### config.mk
export PLATFORM = sky130hd
export DESIGN_NAME = tof_result_registers
export DESIGN_NICKNAME = d
export VERILOG_FILES = /design/src/tof_result_pkg.sv /design/src/flight_counter.sv /design/src/tof_result_registers.sv
export SDC_FILE = /design/constraint.sdc
export NUM_CORES = 1
export LEC_CHECK = 0
export ABC_AREA = 1
export BUFFER_PORTS_ARGS = -buffer_cell sky130_fd_sc_hd__buf_2
export CORE_MARGIN = 5
export CORE_UTILIZATION = 30
export DETAILED_ROUTE_END_ITERATION = 7
export HOLD_SLACK_MARGIN = 0.02
export RECOVER_POWER = 50
export SLEW_MARGIN = 20
export SYNTH_ARGS = -nofsm -noshare
export SYNTH_HDL_FRONTEND = slang
export SYNTH_SLANG_ARGS = --single-unit
### constraint.sdc
create_clock -name clk_sys_i -period 15.8 [get_ports clk_sys_i]
set_clock_uncertainty 0.2 [all_clocks]
set_input_delay 3.16 -clock clk_sys_i [delete_from_list [all_inputs] [get_ports clk_sys_i]]
set_output_delay 3.16 -clock clk_sys_i [all_outputs]
set_load 0.01 [all_outputs]
### src/tof_result_pkg.sv
// package: register offsets, carrier structs and timing constants for the flight result bank
package tof_result_pkg;

	// register offsets of the result bank
	localparam logic [6:0] OFS_CORR_MINUS_1000 = 7'h73;
	localparam logic [6:0] OFS_CORR_MINUS_250 = 7'h76;
	localparam logic [6:0] OFS_CORR_CENTER = 7'h77;
	localparam logic [6:0] OFS_CORR_PLUS_250 = 7'h78;
	localparam logic [6:0] OFS_CORR_PLUS_500 = 7'h79;
	localparam logic [6:0] OFS_CORR_PLUS_750 = 7'h7a;
	localparam logic [6:0] OFS_CORR_PLUS_1000 = 7'h7b;
	localparam logic [6:0] OFS_FREQ_OFFSET = 7'h7c;
	localparam logic [6:0] OFS_COUNT_LOW = 7'h7d;
	localparam logic [6:0] OFS_COUNT_MID = 7'h7e;
	localparam logic [6:0] OFS_COUNT_HIGH = 7'h7f;

	// every result register clears to this value
	localparam logic [7:0] RESULT_RESET = 8'h00;
	// value read back while the mode is off or the offset is unmapped
	localparam logic [7:0] READ_IDLE = 8'h00;

	// correlator tap layout
	localparam int TAP_SPACING_NS = 250;
	localparam int TAP_REACH_NS = 1000;
	localparam int TAPS_AFTER_PEAK = TAP_REACH_NS / TAP_SPACING_NS;
	localparam int TAP_COUNT = 2 * TAPS_AFTER_PEAK + 1;

	// count byte field positions
	localparam int COUNT_LOW_LSB = 0;
	localparam int COUNT_MID_LSB = 8;
	localparam int COUNT_HIGH_LSB = 16;

	// clock rates, in MHz; the 16 MHz count is a fractional enable of the system clock
	localparam int SYS_CLK_MHZ = 25;
	localparam int FLIGHT_CLK_MHZ = 16;

	// averaging shift for the frame-long offset accumulation
	localparam int FREQ_AVG_SHIFT = 2;

	// one correlator magnitude tap with its strobes
	typedef struct packed {
		logic valid;
		logic peak;
		logic [7:0] mag;
	} corr_tap_t;

	// frequency offset measurement inputs
	typedef struct packed {
		logic phr_seen;
		logic sample_valid;
		logic frame_end;
		logic [7:0] sample;
	} freq_in_t;

endpackage

### src/flight_counter.sv
// flight time counter ticking at 16 MHz by fractional enable of the system clock
`timescale 1ns/10ps
module flight_counter #(
	parameter int WIDTH = 24
) (
	input wire logic clk_sys_i, // system clock
	input wire logic reset_i, // async reset, active high
	input wire logic start_i, // pulse: measurement begins
	input wire logic stop_i, // pulse: measurement ends
	output logic [WIDTH-1:0] count_o, // running count
	output logic running_o, // counter is running
	output logic tick_o // 16 MHz enable pulse
);

	logic [4:0] phase_q;
	logic [5:0] phase_sum;

	// phase accumulator: 16 ticks in every 25 system cycles, so the mean rate is exact
	assign phase_sum = {1'b0, phase_q} + 6'(tof_result_pkg::FLIGHT_CLK_MHZ);
	assign tick_o = (phase_sum >= 6'(tof_result_pkg::SYS_CLK_MHZ)); // [RULE14]

	always_ff @(posedge clk_sys_i or posedge reset_i) begin
		if (reset_i) begin
			phase_q <= 5'h00;
		end else if (tick_o) begin
			phase_q <= 5'(phase_sum - 6'(tof_result_pkg::SYS_CLK_MHZ));
		end else begin
			phase_q <= phase_sum[4:0];
		end
	end

	// start restarts from zero; stop freezes the count
	always_ff @(posedge clk_sys_i or posedge reset_i) begin
		if (reset_i) begin
			running_o <= 1'b0;
			count_o <= '0;
		end else if (start_i) begin
			running_o <= 1'b1;
			count_o <= '0;
		end else if (stop_i) begin
			running_o <= 1'b0;
		end else if (running_o && tick_o) begin
			count_o <= count_o + WIDTH'(1);
		end
	end

endmodule

### src/tof_result_registers.sv
// read-only result bank of the time-of-flight measurement mode
//
// How it works
// (RULE1) results readable only while mode enable set
// (RULE2) first tap: magnitude 1000 ns before peak
// (RULE3) fourth tap: magnitude 250 ns before peak
// (RULE4) centre register 0x77 holds peak magnitude
// (RULE5) register 0x78 holds magnitude 250 ns after
// (RULE6) register 0x79 holds magnitude 500 ns after
// (RULE7) register 0x7a holds magnitude 750 ns after
// (RULE8) register 0x7b holds magnitude 1000 ns after
// (RULE9) all results 8-bit, read-only, reset zero
// (RULE10) frequency offset result at register 0x7c
// (RULE11) first offset estimate loaded at header detect
// (RULE12) accumulated offset presented at frame end
// (RULE13) offset is signed byte, -90 to +90 degrees
// (RULE14) flight counter clocked at 16 MHz, bytewise; here a 16-in-25 enable of the 25 MHz system clock
// (RULE15) count bits 7:0 at register 0x7d
// (RULE16) count bits 15:8 at register 0x7e
// (RULE17) count bits 23:16 at register 0x7f
// (RULE18) count bytes hold steady between measurements
`timescale 1ns/10ps
module tof_result_registers #(
	parameter int COUNT_WIDTH = 24
) (
	input wire logic clk_sys_i, // system clock, 25 MHz
	input wire logic reset_i, // async reset, active high
	input wire logic flight_meas_enable_i, // mode enable bit
	input wire tof_result_pkg::corr_tap_t corr_tap_i, // correlator tap stream, one per 250 ns
	input wire tof_result_pkg::freq_in_t freq_in_i, // frequency offset measurement inputs
	input wire logic flight_start_i, // pulse: flight measurement starts
	input wire logic flight_stop_i, // pulse: flight measurement ends
	input wire logic reg_rd_i, // register read strobe
	input wire logic [6:0] reg_addr_i, // register address
	output logic [7:0] reg_rdata_o, // read data, from flop
	output logic reg_rvalid_o, // read data valid pulse
	output logic corr_update_o, // pulse: correlator results refreshed
	output logic flight_busy_o // flight counter running
);

	localparam int NTAP = tof_result_pkg::TAP_COUNT;
	localparam int NAFTER = tof_result_pkg::TAPS_AFTER_PEAK;

	logic [7:0] line_q [NTAP];
	logic [7:0] corr_q [NTAP];
	logic pending_q;
	logic [2:0] after_cnt_q;
	logic capture_q;
	logic signed [9:0] freq_acc_q;
	logic signed [9:0] freq_step;
	logic [7:0] freq_result_q;
	logic [COUNT_WIDTH-1:0] count_run;
	logic [COUNT_WIDTH-1:0] count_q;
	logic counter_running;
	logic counter_tick;
	logic stop_seen_q;

	// address decode used by the read mux
	function automatic logic is_corr_addr(input logic [6:0] a);
		return (a >= tof_result_pkg::OFS_CORR_MINUS_1000) && (a <= tof_result_pkg::OFS_CORR_PLUS_1000);
	endfunction

	// tap delay line: newest magnitude at index 0, oldest at the far end
	generate
		for (genvar i = 0; i < NTAP; i++) begin : g_line
			always_ff @(posedge clk_sys_i or posedge reset_i) begin
				if (reset_i) begin
					line_q[i] <= tof_result_pkg::RESULT_RESET;
				end else if (corr_tap_i.valid) begin
					line_q[i] <= (i == 0) ? corr_tap_i.mag : line_q[(i == 0) ? 0 : i - 1];
				end
			end
		end
	endgenerate

	// wait for the taps that follow the peak before freezing the window
	always_ff @(posedge clk_sys_i or posedge reset_i) begin
		if (reset_i) begin
			pending_q <= 1'b0;
			after_cnt_q <= 3'h0;
			capture_q <= 1'b0;
		end else begin
			capture_q <= 1'b0;
			if (corr_tap_i.valid && corr_tap_i.peak && flight_meas_enable_i) begin
				pending_q <= 1'b1;
				after_cnt_q <= 3'h0;
			end else if (pending_q && corr_tap_i.valid) begin
				after_cnt_q <= after_cnt_q + 3'h1;
				if (after_cnt_q == 3'(NAFTER - 1)) begin
					pending_q <= 1'b0;
					capture_q <= 1'b1;
				end
			end
			if (!flight_meas_enable_i) begin
				pending_q <= 1'b0;
			end
		end
	end

	// once four taps trail the peak, the line holds -1000..+1000 ns; index k maps to line[8-k]
	generate
		for (genvar k = 0; k < NTAP; k++) begin : g_corr
			always_ff @(posedge clk_sys_i or posedge reset_i) begin
				if (reset_i) begin
					corr_q[k] <= tof_result_pkg::RESULT_RESET; // [RULE9]
				end else if (capture_q) begin
					corr_q[k] <= line_q[NTAP - 1 - k]; // [RULE2] [RULE3] [RULE4] [RULE8]
				end
			end
		end
	endgenerate

	assign corr_update_o = capture_q;

	// averaging step: the estimate moves a quarter of the way toward each new sample
	assign freq_step = ($signed({{2{freq_in_i.sample[7]}}, freq_in_i.sample}) - freq_acc_q)
		>>> tof_result_pkg::FREQ_AVG_SHIFT;

	// offset accumulator seeded at header detect and refined over the frame
	always_ff @(posedge clk_sys_i or posedge reset_i) begin
		if (reset_i) begin
			freq_acc_q <= 10'sh000;
		end else if (freq_in_i.phr_seen) begin
			freq_acc_q <= $signed({{2{freq_in_i.sample[7]}}, freq_in_i.sample}); // [RULE11]
		end else if (freq_in_i.sample_valid) begin
			freq_acc_q <= freq_acc_q + freq_step; // [RULE12]
		end
	end

	// offset register: a signed byte; the average of bytes always stays in byte range
	always_ff @(posedge clk_sys_i or posedge reset_i) begin
		if (reset_i) begin
			freq_result_q <= tof_result_pkg::RESULT_RESET; // [RULE9]
		end else if (flight_meas_enable_i && freq_in_i.phr_seen) begin
			freq_result_q <= freq_in_i.sample; // [RULE11] [RULE13]
		end else if (flight_meas_enable_i && freq_in_i.frame_end) begin
			freq_result_q <= freq_acc_q[7:0]; // [RULE12] [RULE13]
		end
	end

	// 16 MHz flight counter
	flight_counter #(
		.WIDTH(COUNT_WIDTH)
	) u_counter (
		.clk_sys_i(clk_sys_i),
		.reset_i(reset_i),
		.start_i(flight_start_i && flight_meas_enable_i),
		.stop_i(flight_stop_i),
		.count_o(count_run),
		.running_o(counter_running),
		.tick_o(counter_tick)
	);

	assign flight_busy_o = counter_running;

	// result bytes latch only on stop, so a byte-by-byte read between stops never tears
	always_ff @(posedge clk_sys_i or posedge reset_i) begin
		if (reset_i) begin
			count_q <= '0; // [RULE9]
			stop_seen_q <= 1'b0;
		end else begin
			stop_seen_q <= counter_running && flight_stop_i;
			if (counter_running && flight_stop_i) begin
				count_q <= count_run; // [RULE14] [RULE18]
			end
		end
	end

	// read mux; everything reads idle while the mode is off
	always_ff @(posedge clk_sys_i or posedge reset_i) begin
		if (reset_i) begin
			reg_rdata_o <= tof_result_pkg::READ_IDLE;
			reg_rvalid_o <= 1'b0;
		end else begin
			reg_rvalid_o <= reg_rd_i;
			if (!reg_rd_i) begin
				reg_rdata_o <= reg_rdata_o;
			end else if (!flight_meas_enable_i) begin
				reg_rdata_o <= tof_result_pkg::READ_IDLE; // [RULE1]
			end else if (is_corr_addr(reg_addr_i)) begin
				reg_rdata_o <= corr_q[4'(reg_addr_i - tof_result_pkg::OFS_CORR_MINUS_1000)]; // [RULE5] [RULE6] [RULE7]
			end else if (reg_addr_i == tof_result_pkg::OFS_FREQ_OFFSET) begin
				reg_rdata_o <= freq_result_q; // [RULE10]
			end else if (reg_addr_i == tof_result_pkg::OFS_COUNT_LOW) begin
				reg_rdata_o <= count_q[tof_result_pkg::COUNT_LOW_LSB +: 8]; // [RULE15]
			end else if (reg_addr_i == tof_result_pkg::OFS_COUNT_MID) begin
				reg_rdata_o <= count_q[tof_result_pkg::COUNT_MID_LSB +: 8]; // [RULE16]
			end else if (reg_addr_i == tof_result_pkg::OFS_COUNT_HIGH) begin
				reg_rdata_o <= count_q[tof_result_pkg::COUNT_HIGH_LSB +: 8]; // [RULE17]
			end else begin
				reg_rdata_o <= tof_result_pkg::READ_IDLE;
			end
		end
	end
endmodule

==> results.sh, run 1 <==
export IMPL_hold_path_class="register to register"
export IMPL_synth_area_leader_cell="dfrtp_1"
export IMPL_synth_top_area_share_pct=51.6
export IMPL_start_kind="primary input"
export IMPL_hold_worst_slack_ns=0.257
export IMPL_status="complete, but fails checks"
export IMPL_cts_resized=0
export IMPL_gp_congestion=0.854
export IMPL_drt_first_iter_violations=636
export IMPL_cp_slowest_cell="clkinvlp_2"
export IMPL_die_y_um=203
export IMPL_grt_max_degree=160
export IMPL_synth_ff_type="dfrtp_1"
export IMPL_cap_violations=3
export IMPL_multiInputGateArea_um2=4520
export IMPL_cts_hold_buf=0
export IMPL_num_antenna_cells=0
export IMPL_critPathCaptureType="asynchronous set/reset pin"
export IMPL_synth_area_leaders="dfrtp_1 52%, nand2_1 10%, o21ai_0 7.8%"
export IMPL_postSynthCellCount=1332
export IMPL_critPathKind="primary input to asynchronous set/reset pin"
export IMPL_netlist_area_um2=11200
export IMPL_yosysSeqAreaShare_pct=51.6
export IMPL_p_total_mw=1.84
export IMPL_drt_wl_total_um=26800
export IMPL_placed_area_um2=11800
export IMPL_antenna_left=0
export IMPL_dp_hpwl_um=18300
export IMPL_synth_distinct_cells=41
export IMPL_ys_ff_latch=230
export IMPL_port_buffers=44
export IMPL_overflow=0
export IMPL_pre_cts_slack_ns=9.80
export IMPL_drv_slew=303
export IMPL_die_w_um=203
export IMPL_start_util_pct=30.4
export IMPL_cts_tree="built"
export IMPL_powerDensity_nw_per_um2=146
export IMPL_final_util_pct=34.3
export IMPL_crit_fanout=159
export IMPL_clock_latency_ns=0.54
export IMPL_design_die_area_um2=41100
export IMPL_tns_ns=0
export IMPL_async_flop_share_pct=100
export IMPL_avgViaCountPerCell=4.81
export IMPL_synth_edf_count=0
export IMPL_rsz0062_at_grt="no"
export IMPL_post_route_cells_drive_above_1_share_pct=8.73
export IMPL_fmax_ghz=0.123
export IMPL_critPathMaxStageDelay_ns=3.89
export IMPL_hold_violations=0
export IMPL_yosysWarnings=0
export IMPL_drc=0
export IMPL_cp_top_family="buffers and inverters"
export IMPL_required_ns=14.91
export IMPL_io_pins=45
export IMPL_nets=1416
export IMPL_slew_headroom_pct=-370
export IMPL_setup_viol=0
export IMPL_layout_cells_non_filler=1843
export IMPL_via_count=8865
export IMPL_post_cts_buffers=0
export IMPL_path_clk_slew_ns=0.06
export IMPL_cts_buffers=27
export IMPL_antenna_found_initial=1
export IMPL_fin_ws_ns=7.65
export IMPL_area_delta_synth_final_pct=13.0
export IMPL_track_usage_pct=13.0
export IMPL_worstPathArrival_ns=7.26
export IMPL_critPathBufInv=2
export IMPL_finalInstanceArea_um2=12600
export IMPL_dr_pass1_iters=5
export IMPL_dp_cells=1793
export IMPL_syn_nets=1394
export IMPL_ir_drop_mv=0.0816
export IMPL_cts_num_sinks=230
export IMPL_cts_buffer_depth=3
export IMPL_period_needed_ns=8.15
export IMPL_synth_avg_cell_area_um2=8.37
export IMPL_ctsHtreeMaxLevel=1
export IMPL_root_buffer="clkbuf_16"
export IMPL_num_rows=70
export IMPL_grt_pass1_wl_um=45000
export IMPL_path_cells="buf_2, clkinvlp_2"
export IMPL_worst_pin_slew_ns=7.02
export IMPL_grt_pass1_vias=8681
export IMPL_finalCritPeriodShare_pct=51.6
export IMPL_violations="max-capacitance violations, max-slew violations"
export IMPL_wire_per_inst_um=14.6
export IMPL_p_leak_nw=5.95
export IMPL_core_area_um2=36700
export IMPL_fillCellCount=3840
export IMPL_regArea_um2=5760
[power by group]
group          leakage (nW)  internal [mW]  switching (mW)
registers              3.06          0.691          0.0681
clock network         0.423          0.362           0.245
logic                  2.47          0.181           0.295
[layer usage]
layer / routed length [µm] / vias to the layer above / GRT usage [%]
li1: - / 4421 / -
met5: 13 / - / 0
met1: 13400 / 4211 / 19.4
met4: 799 / 2 / 4.10
met3: 1210 / 40 / 1.90
met2: 11400 / 191 / 19.5
[cell type report]
class | instances | area share, %
clock buffer | 40 | 5.99
clock inverter | 10 | 0.844
inverter | 168 | 5.05
multi-input combinational | 879 | 35.9
sequential | 230 | 45.7
tap | 468 | 4.65
timing repair buffer | 48 | 1.91
[path summary, 6_finish.rpt]
check,end,startpoint,depth (start not counted),slack (ns)
setup / recovery,corr_q[12],reset_i,2,7.65
hold / removal,u_counter.phase_q[4],u_counter.phase_q[4],1,0.26
setup reg to reg,corr_q[71],corr_update_o,2,11.10
hold reg to reg,u_counter.phase_q[4],u_counter.phase_q[4],1,0.26
max in group clk_sys_i,reg_rdata_o[6],reg_addr_i[0],11,10.23
min in group asynchronous,line_q[70],reset_i,2,4.67
[placed cells by master (no fill, tap or decap), drive strengths merged, types with 4 or more instances in the layout]
cell    instances
clkbuf         44
dfrtp         230
xor2           13
ha             27
nor2           84
o22ai           9
nand3         102
o211ai         26
xnor2           4
nand2         299
clkinv          8
a21oi          64
inv           166
o21ai         178
mux2           19
buf            44
nor3           14
nand4          15
[registers in the layout, indices dropped and copies added, names as in the netlist]
name,flops
corr_update_o,1
count_q,24
freq_acc_q,10
u_counter.count_o,24
u_counter.running_o,1
pending_q,1
line_q,72
corr_q,72
u_counter.phase_q,5
reg_rdata_o,8
after_cnt_q,3
freq_result_q,8
reg_rvalid_o,1
[Yosys cell counts (4+ instances only)]
cell type    n
inv_1      162
clkbuf_1    46
xnor2_1      4
nor2_1      83
xor2_1      12
o21ai_0    174
o22ai_1      9
ha_1        27
inv_2        4
nor3_1      13
buf_2        5
a21oi_1     64
dfrtp_1    230
mux2_2      19
o211ai_1    26
nand2_1    299
nand3_1    102
nand4_1     15
[kinds of logic (layout without fill, tap and decap cells)]
kind of cell             count (synthesis)  count (layout)  share of synthesized area (%)
AND/OR/NAND/NOR                        522             522                           19.6
AO/OA/AOI/OAI                          293             293                           14.4
flip-flops                             230             230                           51.6
buffers and inverters                  223             266                           7.73
adder cells (fa/ha/maj)                 28              28                           3.21
multiplexers                            19              19                           1.92
XOR/XNOR                                17              17                           1.50
Power figures use the tool's default switching activity.
==> run 2: changes to the inputs <==
clock period = 8.5 ns   (was 15.8 ns; I/O delays follow)
==> run 2 against run 1 <==
Effect of this change: the run still ends with max-capacitance violations, max-slew violations left; clock power rose by 100%; largest power group unchanged; sequential share of layout area down 0.29 points; clock-buffer cell count shrank 5; worst hold slack about the same; worst setup slack lost 3.8 ns; critical path type unchanged.
==> results.sh, run 2 (synthesis results as in run 1) <==
export IMPL_layout_cells_non_filler=1841
export IMPL_post_route_cells_drive_above_1_share_pct=9.10
export IMPL_gp_congestion=0.854
export IMPL_top_regs="corr_q x72, line_q x72"
export IMPL_critPathCaptureType="asynchronous set/reset pin"
export IMPL_violations="max-capacitance violations, max-slew violations"
export IMPL_hold_path_class="register to register"
export IMPL_grt_pass1_wl_um=44400
export IMPL_drt_wl_total_um=26700
export IMPL_via_count=8930
export IMPL_track_usage_pct=12.9
export IMPL_fillCellCount=3791
export IMPL_status="complete, but fails checks"
export IMPL_grt_pass1_vias=8585
export IMPL_drt_first_iter_violations=641
export IMPL_wl_met1_um=13400
export IMPL_overflow=0
export IMPL_start_kind="primary input"
export IMPL_io_pins=45
export IMPL_post_cts_buffers=0
export IMPL_worst_pin_slew_ns=3.75
export IMPL_root_buffer="clkbuf_16"
export IMPL_dp_hpwl_um=18200
export IMPL_design_die_area_um2=41100
export IMPL_cts_buffer_depth=3
export IMPL_met2_length_um=11400
export IMPL_critPathMaxStageDelay_ns=2.12
export IMPL_clock_latency_ns=0.54
export IMPL_antenna_found_initial=1
export IMPL_dp_cells=1793
export IMPL_slew_headroom_pct=-150
export IMPL_cap_violations=3
export IMPL_required_ns=8.83
export IMPL_worstPathArrival_ns=5.02
export IMPL_layout_common_cells="299 x nand2_1, 230 x dfrtp_1, 174 x o21ai_0"
export IMPL_cts_hold_buf=0
export IMPL_path_clk_slew_ns=0.06
export IMPL_start_util_pct=30.4
export IMPL_ir_drop_mv=0.164
export IMPL_cts_resized=0
export IMPL_grt_max_degree=160
export IMPL_cts_tree="built"
export IMPL_layout_commonest_cell="nand2_1"
export IMPL_dr_pass1_iters=5
export IMPL_hold_violations=0
export IMPL_drc=0
export IMPL_cp_slowest_cell="clkinvlp_4"
export IMPL_core_area_um2=36700
export IMPL_avgViaCountPerCell=4.85
export IMPL_path_cells="clkbuf_1, clkinvlp_4, buf_4"
export IMPL_cts_buffers=27
export IMPL_finalCritPeriodShare_pct=55.2
export IMPL_num_rows=70
export IMPL_cts_num_sinks=230
export IMPL_setup_viol=0
export IMPL_nets=1416
export IMPL_wl_met3_um=1240
export IMPL_highest_layer="met5"
export IMPL_area_delta_synth_final_pct=13.7
export IMPL_tns_ns=0
export IMPL_fin_ws_ns=3.81
export IMPL_crit_fanout=159
export IMPL_rsz0062_at_grt="no"
export IMPL_antenna_left=0
export IMPL_port_buffers=44
export IMPL_drv_slew=303
export IMPL_num_antenna_cells=0
export IMPL_period_needed_ns=4.69
export IMPL_p_leak_nw=5.99
export IMPL_powerDensity_nw_per_um2=278
export IMPL_cp_top_family="buffers and inverters"
export IMPL_ctsHtreeMaxLevel=1
export IMPL_die_w_um=203
export IMPL_hold_worst_slack_ns=0.258
export IMPL_p_total_mw=3.52
export IMPL_critPathKind="primary input to asynchronous set/reset pin"
export IMPL_fmax_ghz=0.213
export IMPL_wire_per_inst_um=14.5
export IMPL_critPathBufInv=3
export IMPL_die_y_um=203
export IMPL_pre_cts_slack_ns=3.97
==> run 2: cell count changes in the layout (fill, tap and decap cells not counted) <==
cell / change
clkbuf_1: -7
clkbuf_8: +3
clkinvlp_4: +1
clkinvlp_2: -1
buf_2: -1
inv_6: +1
bufinv_16: +2
==> run 2: power by group <==
part           switching, mW  internal (mW)
combinational          0.555          0.338
sequential             0.125           1.28
clock                  0.469          0.754
==> run 2: final timing paths <==
kind | start | endpoint | cells after the start | slack (ns)
worst max-delay path | reset_i | freq_result_q[0] | 3 | 3.81
worst min-delay path | u_counter.phase_q[4] | u_counter.phase_q[4] | 1 | 0.26
worst max register to register | corr_update_o | corr_q[46] | 2 | 3.82
worst min register to register | u_counter.phase_q[4] | u_counter.phase_q[4] | 1 | 0.26
max in group clk_sys_i | corr_update_o | corr_q[46] | 2 | 3.82
min in group asynchronous | reset_i | line_q[70] | 2 | 2.10
==> run 2: final cells by class <==
type | instances | area, µm² | area share (%)
multi-input cells | 879 | 4520 | 35.7
inverters | 168 | 639 | 5.04
clock inverters | 13 | 175 | 1.38
repair buffers | 48 | 239 | 1.88
flip-flops and latches | 230 | 5760 | 45.4
well taps | 468 | 586 | 4.62
clock buffers | 35 | 766 | 6.04
==> run 2: per-layer routing <==
metal | track usage [%] | up-vias
met5 | 0 | -
met4 | 3.49 | 2
met3 | 1.82 | 42
met2 | 19.6 | 186
met1 | 19.2 | 4285
li1 | - | 4415
==> run 2: through the flow <==
step | instance area, µm² | util [%]
floorplan | 11200 | -
global placement | 11800 | 32.1
detailed placement | 11800 | 32.1
CTS | 12700 | 34.6
global route | 12700 | 34.6
finish | 12700 | 34.6
